**config.mk**
```make
export PLATFORM = sky130hd
export DESIGN_NAME = mfi_top
export DESIGN_NICKNAME = d
export VERILOG_FILES = /design/src/verilog/mfi_pkg.sv /design/src/verilog/mfi_sel_if.sv /design/src/verilog/mfi_select.sv /design/src/verilog/mfi_top.sv
export SDC_FILE = /design/constraint.sdc
export NUM_CORES = 1
export LEC_CHECK = 0
export ABC_AREA = 1
export BUFFER_PORTS_ARGS = -buffer_cell sky130_fd_sc_hd__buf_2
export CAP_MARGIN = 20
export CORE_MARGIN = 2
export CORE_UTILIZATION = 30
export CTS_CLUSTER_SIZE = 8
export DETAILED_ROUTE_END_ITERATION = 8
export PLACE_DENSITY = 0.52
export SLEW_MARGIN = 10
export SYNTH_ARGS = -nofsm -noshare
export SYNTH_HDL_FRONTEND = slang
export SYNTH_SLANG_ARGS = --single-unit
```
**constraint.sdc**
```tcl
create_clock -name hclk -period 3.7 [get_ports hclk]
set_input_delay 0.185 -clock hclk [delete_from_list [all_inputs] [get_ports hclk]]
set_output_delay 0.185 -clock hclk [all_outputs]
set_load 0.02 [all_outputs]
```
**src/verilog/mfi_pkg.sv**
```systemverilog
// Purpose: Shared constants for the multi-function indicator block
// Assumes: 25 MHz hclk, AHB-Lite word registers
// Notes: Register byte address is four times the register index
//
// What this block does
// - Collision pin strap sets indicator polarity default
// - Codes 0000/0001/0010: link, activity, transmit activity
// - Codes 0100-0111: collision, speed 100, 10, duplex
// - Codes 1000-1010: link blink, stretch, 100FD link
// - Codes 1011/1100: LPI, MII error; 1111 reserved
// - Link lost latches until control register read
// - Checker error latches until self test clear
// - Route 00 drives collision pin; 01/10 reserved
// - Route 11 drives indicator pin zero
package mfi_pkg;
	// ****************************************
	// Clock and timing
	// ****************************************
	localparam int unsigned CLK_HZ = 25_000_000; // Core clock rate
	localparam int unsigned BLINK_MS = 50; // Blink half period in ms
	localparam int unsigned BLINK_CYC = CLK_HZ / 1000 * BLINK_MS;
	localparam logic [1:0] STRAP_WAIT = 2'h2; // Sync settle edges

	// ****************************************
	// Register map
	// ****************************************
	localparam logic [29:0] IDX_LED_CTRL = 30'h25; // Control index
	localparam logic [29:0] IDX_LED_STAT = 30'h26; // Status index
	localparam logic [31:0] ADDR_LED_CTRL = {IDX_LED_CTRL, 2'h0};
	localparam logic [31:0] ADDR_LED_STAT = {IDX_LED_STAT, 2'h0};
	localparam logic [15:0] LED_CTRL_RST = 16'h0000; // After reset
	localparam logic [15:0] LED_CTRL_MASK = 16'h027b; // Stored bits
	localparam int unsigned SWAP_BIT = 9; // Polarity swap
	localparam int unsigned CFG_LSB = 3; // Config field low bit
	localparam int unsigned ROUTE_LSB = 0; // Route field low bit

	// ****************************************
	// Field encodings
	// ****************************************
	localparam logic [3:0] CFG_LINK = 4'h0;
	localparam logic [3:0] CFG_ACT = 4'h1;
	localparam logic [3:0] CFG_TX_ACT = 4'h2;
	localparam logic [3:0] CFG_RX_ACT = 4'h3;
	localparam logic [3:0] CFG_COLL = 4'h4;
	localparam logic [3:0] CFG_SPD100 = 4'h5;
	localparam logic [3:0] CFG_SPD10 = 4'h6;
	localparam logic [3:0] CFG_FDX = 4'h7;
	localparam logic [3:0] CFG_LINK_BLINK = 4'h8;
	localparam logic [3:0] CFG_STRETCH = 4'h9;
	localparam logic [3:0] CFG_MII100FD = 4'ha;
	localparam logic [3:0] CFG_LPI = 4'hb;
	localparam logic [3:0] CFG_MII_ERR = 4'hc;
	localparam logic [3:0] CFG_LINK_LOST = 4'hd;
	localparam logic [3:0] CFG_CHK_ERR = 4'he;
	localparam logic [3:0] CFG_RSVD = 4'hf;
	localparam logic [1:0] ROUTE_COL = 2'h0;
	localparam logic [1:0] ROUTE_PIN0 = 2'h3;
endpackage : mfi_pkg

```
**src/verilog/mfi_sel_if.sv**
```systemverilog
// Purpose: Carrier between register front end and selector
// Assumes: Single hclk domain
// Notes: Config in one direction, indicator state back
`timescale 1ns/1ps
interface mfi_sel_if;
	logic [3:0] cfg; // Selected indication
	logic ind; // Indicator on, before polarity
	logic lost; // Link lost latch
	logic chk; // Checker error latch
	modport ctrl (output cfg, input ind, lost, chk);
	modport sel (input cfg, output ind, lost, chk);
endinterface : mfi_sel_if

```
**src/verilog/mfi_select.sv**
```systemverilog
// Purpose: Indication selector, latches and blink divider
// Assumes: Status inputs are synchronous to hclk
// Notes: Indicator is registered one edge after its cause
`timescale 1ns/1ps
module mfi_select
	import mfi_pkg::*;
#(
	parameter int unsigned BLINK_CYCLES = BLINK_CYC
) (
	input wire logic hclk,
	input wire logic hresetn,
	mfi_sel_if.sel sb,
	input wire logic link_good,
	input wire logic rx_act,
	input wire logic tx_act,
	input wire logic collision,
	input wire logic speed100,
	input wire logic full_duplex,
	input wire logic lpi,
	input wire logic mii_err,
	input wire logic checker_err,
	input wire logic ctrl_reg_read,
	input wire logic self_test_clear
);
	// ****************************************
	// Divider and activity
	// ****************************************
	logic [31:0] div_cnt; // Blink divider
	logic tick; // One-cycle blink enable
	logic phase; // Blink phase
	logic stretch; // Activity held to next tick
	logic link_prev; // Link of last cycle
	wire act = rx_act | tx_act;
	wire link_drop = link_prev & ~link_good;
	assign tick = (div_cnt == BLINK_CYCLES - 1);

	// Divider, phase and stretch
	always_ff @(posedge hclk or negedge hresetn) begin
		if (!hresetn) begin
			div_cnt <= 32'h0;
			phase <= 1'b0;
			stretch <= 1'b0;
			link_prev <= 1'b0;
		end else begin
			div_cnt <= tick ? 32'h0 : div_cnt + 32'h1;
			phase <= tick ? ~phase : phase;
			stretch <= act | (stretch & ~tick);
			link_prev <= link_good;
		end
	end

	// ****************************************
	// Latches and selection
	// ****************************************
	wire next_lost = link_drop | (sb.lost & ~ctrl_reg_read);
	wire next_chk = checker_err | (sb.chk & ~self_test_clear);

	// Pick the indication for a config code
	function automatic logic pick(input logic [3:0] c);
		unique case (c)
			CFG_LINK: pick = link_good;
			CFG_ACT: pick = act;
			CFG_TX_ACT: pick = tx_act;
			CFG_RX_ACT: pick = rx_act;
			CFG_COLL: pick = collision;
			CFG_SPD100: pick = link_good & speed100;
			CFG_SPD10: pick = link_good & ~speed100;
			CFG_FDX: pick = full_duplex;
			CFG_LINK_BLINK: pick = link_good & ~(stretch & phase);
			CFG_STRETCH: pick = stretch;
			CFG_MII100FD: pick = link_good & speed100 & full_duplex;
			CFG_LPI: pick = lpi;
			CFG_MII_ERR: pick = mii_err;
			CFG_LINK_LOST: pick = sb.lost;
			CFG_CHK_ERR: pick = sb.chk;
			CFG_RSVD: pick = 1'b0;
		endcase
	endfunction : pick

	wire next_ind = pick(sb.cfg);

	// Indicator and latches
	always_ff @(posedge hclk or negedge hresetn) begin
		if (!hresetn) begin
			sb.ind <= 1'b0;
			sb.lost <= 1'b0;
			sb.chk <= 1'b0;
		end else begin
			sb.ind <= next_ind;
			sb.lost <= next_lost;
			sb.chk <= next_chk;
		end
	end
endmodule : mfi_select

```
**src/verilog/mfi_top.sv**
```systemverilog
// Purpose: Multi-function indicator with AHB-Lite registers
// Assumes: Status inputs on hclk; collision pin strap at reset
// Notes: Slave answers with zero wait states
`timescale 1ns/1ps
module mfi_top
	import mfi_pkg::*;
#(
	parameter int unsigned BLINK_CYCLES = BLINK_CYC
) (
	input wire logic hclk,
	input wire logic hresetn,
	input wire logic hsel,
	input wire logic [31:0] haddr,
	input wire logic [1:0] htrans,
	input wire logic hwrite,
	input wire logic [2:0] hsize,
	input wire logic [31:0] hwdata,
	input wire logic hready,
	output logic [31:0] hrdata,
	output logic hreadyout,
	output logic hresp,
	input wire logic link_good,
	input wire logic rx_act,
	input wire logic tx_act,
	input wire logic collision,
	input wire logic speed100,
	input wire logic full_duplex,
	input wire logic lpi,
	input wire logic mii_err,
	input wire logic checker_err,
	input wire logic ctrl_reg_read,
	input wire logic self_test_clear,
	input wire logic col_pin_in,
	output logic col_pin_out,
	output logic col_pin_oe,
	output logic indicator_pin_zero
);
	// ****************************************
	// Bus front end
	// ****************************************
	logic [15:0] ctrl; // Indicator control register
	logic [31:0] addr_q; // Data phase address
	logic wr_q; // Data phase is a write
	logic [15:0] stat; // Status view
	wire take = hsel & htrans[1] & hready; // Address phase taken
	wire wr_ctrl = wr_q & (addr_q == ADDR_LED_CTRL);
	wire [15:0] next_ctrl_wr = hwdata[15:0] & LED_CTRL_MASK;
	wire [3:0] cfg = ctrl[CFG_LSB +: 4];
	wire [1:0] route = ctrl[ROUTE_LSB +: 2];
	wire swap = ctrl[SWAP_BIT];
	assign hreadyout = 1'b1;
	assign hresp = 1'b0;

	// Decode the read word for an address
	function automatic logic [31:0] rd_word(input logic [31:0] a,
		input logic [15:0] c, input logic [15:0] s);
		if (a == ADDR_LED_CTRL)
			rd_word = {16'h0, c};
		else if (a == ADDR_LED_STAT)
			rd_word = {16'h0, s};
		else
			rd_word = 32'h0;
	endfunction : rd_word

	wire [31:0] next_rdata = rd_word(haddr, ctrl, stat);

	// Address phase capture and read data
	always_ff @(posedge hclk or negedge hresetn) begin
		if (!hresetn) begin
			addr_q <= 32'h0;
			wr_q <= 1'b0;
			hrdata <= 32'h0;
		end else begin
			wr_q <= take & hwrite;
			addr_q <= take ? haddr : addr_q;
			hrdata <= (take & ~hwrite) ? next_rdata : hrdata;
		end
	end

	// ****************************************
	// Strap capture
	// ****************************************
	logic col_s1; // Sync stage one
	logic col_s2; // Sync stage two
	logic [1:0] strap_cnt; // Settle counter
	logic strap_done; // Strap taken
	wire strap_load = ~strap_done & (strap_cnt == STRAP_WAIT);
	// Counter freezes once the strap is loaded
	wire [1:0] next_strap_cnt = (strap_done | strap_load) ? strap_cnt :
		strap_cnt + 2'h1;

	// Synchronise the pin and count settle edges
	always_ff @(posedge hclk or negedge hresetn) begin
		if (!hresetn) begin
			col_s1 <= 1'b0;
			col_s2 <= 1'b0;
			strap_cnt <= 2'h0;
			strap_done <= 1'b0;
		end else begin
			col_s1 <= col_pin_in;
			col_s2 <= col_s1;
			strap_cnt <= next_strap_cnt;
			strap_done <= strap_done | strap_load;
		end
	end

	// Control register, strap loads polarity once
	always_ff @(posedge hclk or negedge hresetn) begin
		if (!hresetn) begin
			ctrl <= LED_CTRL_RST;
		end else if (strap_load) begin
			ctrl[SWAP_BIT] <= col_s2;
		end else if (wr_ctrl) begin
			ctrl <= next_ctrl_wr;
		end
	end

	// ****************************************
	// Selector and pins
	// ****************************************
	mfi_sel_if sb ();
	assign sb.cfg = cfg;
	assign stat = {12'h0, strap_done, sb.chk, sb.lost, sb.ind};

	mfi_select #(
		.BLINK_CYCLES(BLINK_CYCLES)
	) u_sel (
		.hclk(hclk),
		.hresetn(hresetn),
		.sb(sb),
		.link_good(link_good),
		.rx_act(rx_act),
		.tx_act(tx_act),
		.collision(collision),
		.speed100(speed100),
		.full_duplex(full_duplex),
		.lpi(lpi),
		.mii_err(mii_err),
		.checker_err(checker_err),
		.ctrl_reg_read(ctrl_reg_read),
		.self_test_clear(self_test_clear)
	);

	wire lit = sb.ind ^ swap; // Pin level, swap means active low
	wire to_col = strap_done & (route == ROUTE_COL);
	wire to_pin0 = route == ROUTE_PIN0;
	wire next_col = to_col ? lit : swap;
	wire next_pin0 = to_pin0 ? lit : swap;

	// Registered pin drive
	always_ff @(posedge hclk or negedge hresetn) begin
		if (!hresetn) begin
			col_pin_out <= 1'b0;
			col_pin_oe <= 1'b0;
			indicator_pin_zero <= 1'b0;
		end else begin
			col_pin_out <= next_col;
			col_pin_oe <= to_col;
			indicator_pin_zero <= next_pin0;
		end
	end
endmodule : mfi_top
```
==> results_dict.tcl <==
set metrics [dict create \
    outcome "finished clean" \
    route.detailed.drc 0 \
    crit_end "u_sel.div_cnt[9]" \
    io_pins 123 \
    syn_area_um2 5090 \
    grtUsageMet2_pct 20.95 \
    nNetsFinal 848 \
    yosys_register_bits 94 \
    period_minus_slack_ns 1.769 \
    critPathRequiredTime_ns 3.94 \
    io_buffer_count 67 \
    met3_usage_pct 2.834 \
    routabilityCongestion 0.8537 \
    reg2regPathDepth 10 \
    antenna_left 0 \
    routedWlPerCell_um 11.70 \
    hold_buffers 2 \
    grt_pass1_vias 4090 \
    p_switching_w 0.0005857 \
    total_power_w 0.002209 \
    critical_path_class "flip-flop to flip-flop" \
    top_usage_layer "met2" \
    p_sw_share_pct 26.52 \
    r2r-start "u_sel.div_cnt[0]" \
    row_count 47 \
    clockPowerShare_pct 40.3 \
    critPathCaptureType "flip-flop" \
    via_per_inst 4.256 \
    p_per_area_nw_per_um2 372.4 \
    final_cell_mix "nand2_1, inv_1, dfrtp_1" \
    ys.warnings.count 0 \
    n_antenna_cell 0 \
    layout-drive-gt1-share_pct 15.82 \
    antenna_found_initial 0 \
    synth.distinct_cells 33 \
    critPathMaxStageDelay_ns 0.46 \
    arrival_ns 2.01 \
    track_usage_pct 13.81 \
    clkSinkCount 94 \
    r2r_end "u_sel.div_cnt[9]" \
    ctsHtreeMaxLevel 3 \
    grt_pass1_wl_um 19710 \
    ir_drop_mv 0.1709 \
    rsz0062_at_grt "no" \
    hold_class "primary input to flip-flop" \
    tightest_slew_ns 0.5387 \
    routed_wl_um 11520 \
    dieArea_um2 18020 \
    floorplan.initialDensity_pct 30.69 \
    nFillCells 1803 \
    die_w_um 134.3 \
    cts_made_buffers 9 \
    p_int_w 0.001623 \
    hold_viol 0 \
    area_growth_pct 16.52 \
    layout_commonest_cell "nand2_1" \
    finClkSkew_ns 0.008402 \
    core_area_um2 16580 \
    slew_headroom_pct 64.09 \
    dr.pass1.iters 5 \
    clk_pin_slew_ns 0.07 \
    grt_max_degree 81 \
    cp_slowest_cell "dfrtp_1" \
    dp_hpwl_um 8715 \
    ys_seq_area_share_pct 46.21 \
    cts_root_buf "clkbuf_16" \
    postCtsSetupRepairBufs 0 \
    cts_resized 0 \
    overflow 0 \
    vias 4192 \
    syn_area_per_cell_um2 7.430 \
    setup_viol 0 \
    combPwrFrac_pct 8.9 \
    critPathLaunch "u_sel.div_cnt[0]" \
    use_met1_pct 18.97 \
    dieHeight_um 134.3 \
    rrSetupSlack_ns 1.93 \
    worstPathCellList "ha_1, nand2_2, nor2_4, inv_2, nor2_1, nand3_1, inv_1, nand2_2, inv_2, nor2_1" \
    min_period_over_period_pct 47.80 \
    worstPathMaxFanout 6 \
    drt_iter0_drc 200 \
    p_leak_nw 3.136 \
    cp-start-kind "flip-flop" \
    max_freq_mhz 565.4 \
    clk_latency_ns 0.36 \
    cap_violations 0 \
    tns_ns 0 \
    syn_inst 685 \
    cts_tree "yes" \
    seq_power_share_pct 50.8 \
    clockBufferDepth 2 \
    slew_violations 0 \
]
metal layers:
metal / part of all wire (%) / vias up
li1: - / 2217
met1: 50 / 1848
met5: 0 / -
met3: 4.1 / 18
met4: 2.3 / 0
met2: 44 / 109
critical path: cells and delay by family, from the launching register on:
kind	cells	cell delay (ns)
adders and majority gates	1	0.28
and+or+nand+nor	6	0.61
DFF	1	0.46
buffers and inverters	3	0.32
cell families after synthesis:
logic type,Yosys count,share of synthesized area [%]
other cells,2,0.1475
simple gates,392,33.87
fa+ha+maj,2,0.4916
mux,1,0.2212
buf+inv,135,11.90
compound gates,43,4.400
xor+xnor,16,2.753
flops,94,46.21
cells in the mapped netlist:
master,instances,area (µm²)
xnor2_1,1,8.760
nand2_1,199,747.0
clkbuf_1,7,26.28
mux2_2,1,11.26
a21oi_1,4,20.02
o31ai_1,1,7.510
inv_2,4,15.01
nand2_2,11,68.82
nand3_1,39,195.2
o22ai_1,1,6.260
nor3_1,13,65.06
clkinv_1,1,3.750
nand4_1,17,106.4
nor2_4,2,22.52
nand3_2,2,20.02
buf_2,1,5.000
o211ai_1,1,7.510
nor2_2,8,50.05
nor3_2,2,20.02
or2_2,2,12.51
o21ai_0,35,175.2
nor4_1,1,6.260
nand3b_1,2,15.01
and2_1,2,12.51
ha_1,2,25.02
dfrtp_1,94,2352
xor2_1,15,131.4
buf_4,26,195.2
o21bai_1,1,7.510
inv_1,96,360.4
nor3_4,3,48.80
nor2_1,89,334.1
conb_1,2,7.510
registers in the layout, indices dropped and copies added, names as in the netlist, 2 cells and up:
register       cells
addr_q            32
ctrl               7
hrdata             8
strap_cnt          2
u_sel.div_cnt     32
stage by stage:
stage / worst slack [ns] / hold WS, ns / area [µm²] / instances / utilization, %
after floorplan: 2.254 / -0.1106 / 5180 / 709 / -
final: 1.931 / 0.009002 / 5931 / 985 / 35.76
after global routing: 1.779 / 0.005318 / 5931 / 985 / 35.76
after global placement: 1.924 / 0.2943 / 5587 / 964 / 33.69
after CTS: 1.907 / 0.001331 / 5883 / 982 / 35.48
after detailed placement: 1.918 / 0.2951 / 5587 / 964 / 33.69
power groups by stage:
stage	Clock, W	Sequential [W]	Combinational (W)
floorplan	0	0.00114	0.000138
global placement	0	0.00114	0.000192
detailed placement	0	0.00114	0.000194
CTS	0.000922	0.00112	0.000195
global route	0.000957	0.00113	0.000232
finish	0.000890	0.00112	0.000196
how the worst min path moves through the flow:
stage	start	end	slack, ns	cells after the start
floorplan	hresetn	addr_q[0]	-0.11	0
global placement	col_pin_in	col_s1	0.29	1
detailed placement	col_pin_in	col_s1	0.30	1
CTS	self_test_clear	u_sel.sb.chk	0.001	2
global route	self_test_clear	u_sel.sb.chk	0.005	2
finish	self_test_clear	u_sel.sb.chk	0.009	2
area by class of cell:
type                    instances  area, µm²  share of cell area, %
multi-input cells             480       2227                  37.55
well taps                     220      275.3                  4.641
flip-flops and latches         94       2352                  39.66
clock buffers                  10      229.0                  3.861
inverters                     101      379.1                  6.392
clock inverters                 6      47.55                 0.8017
repair buffers                 74      420.4                  7.089
Note: power is estimated with default switching activity, not from simulation.
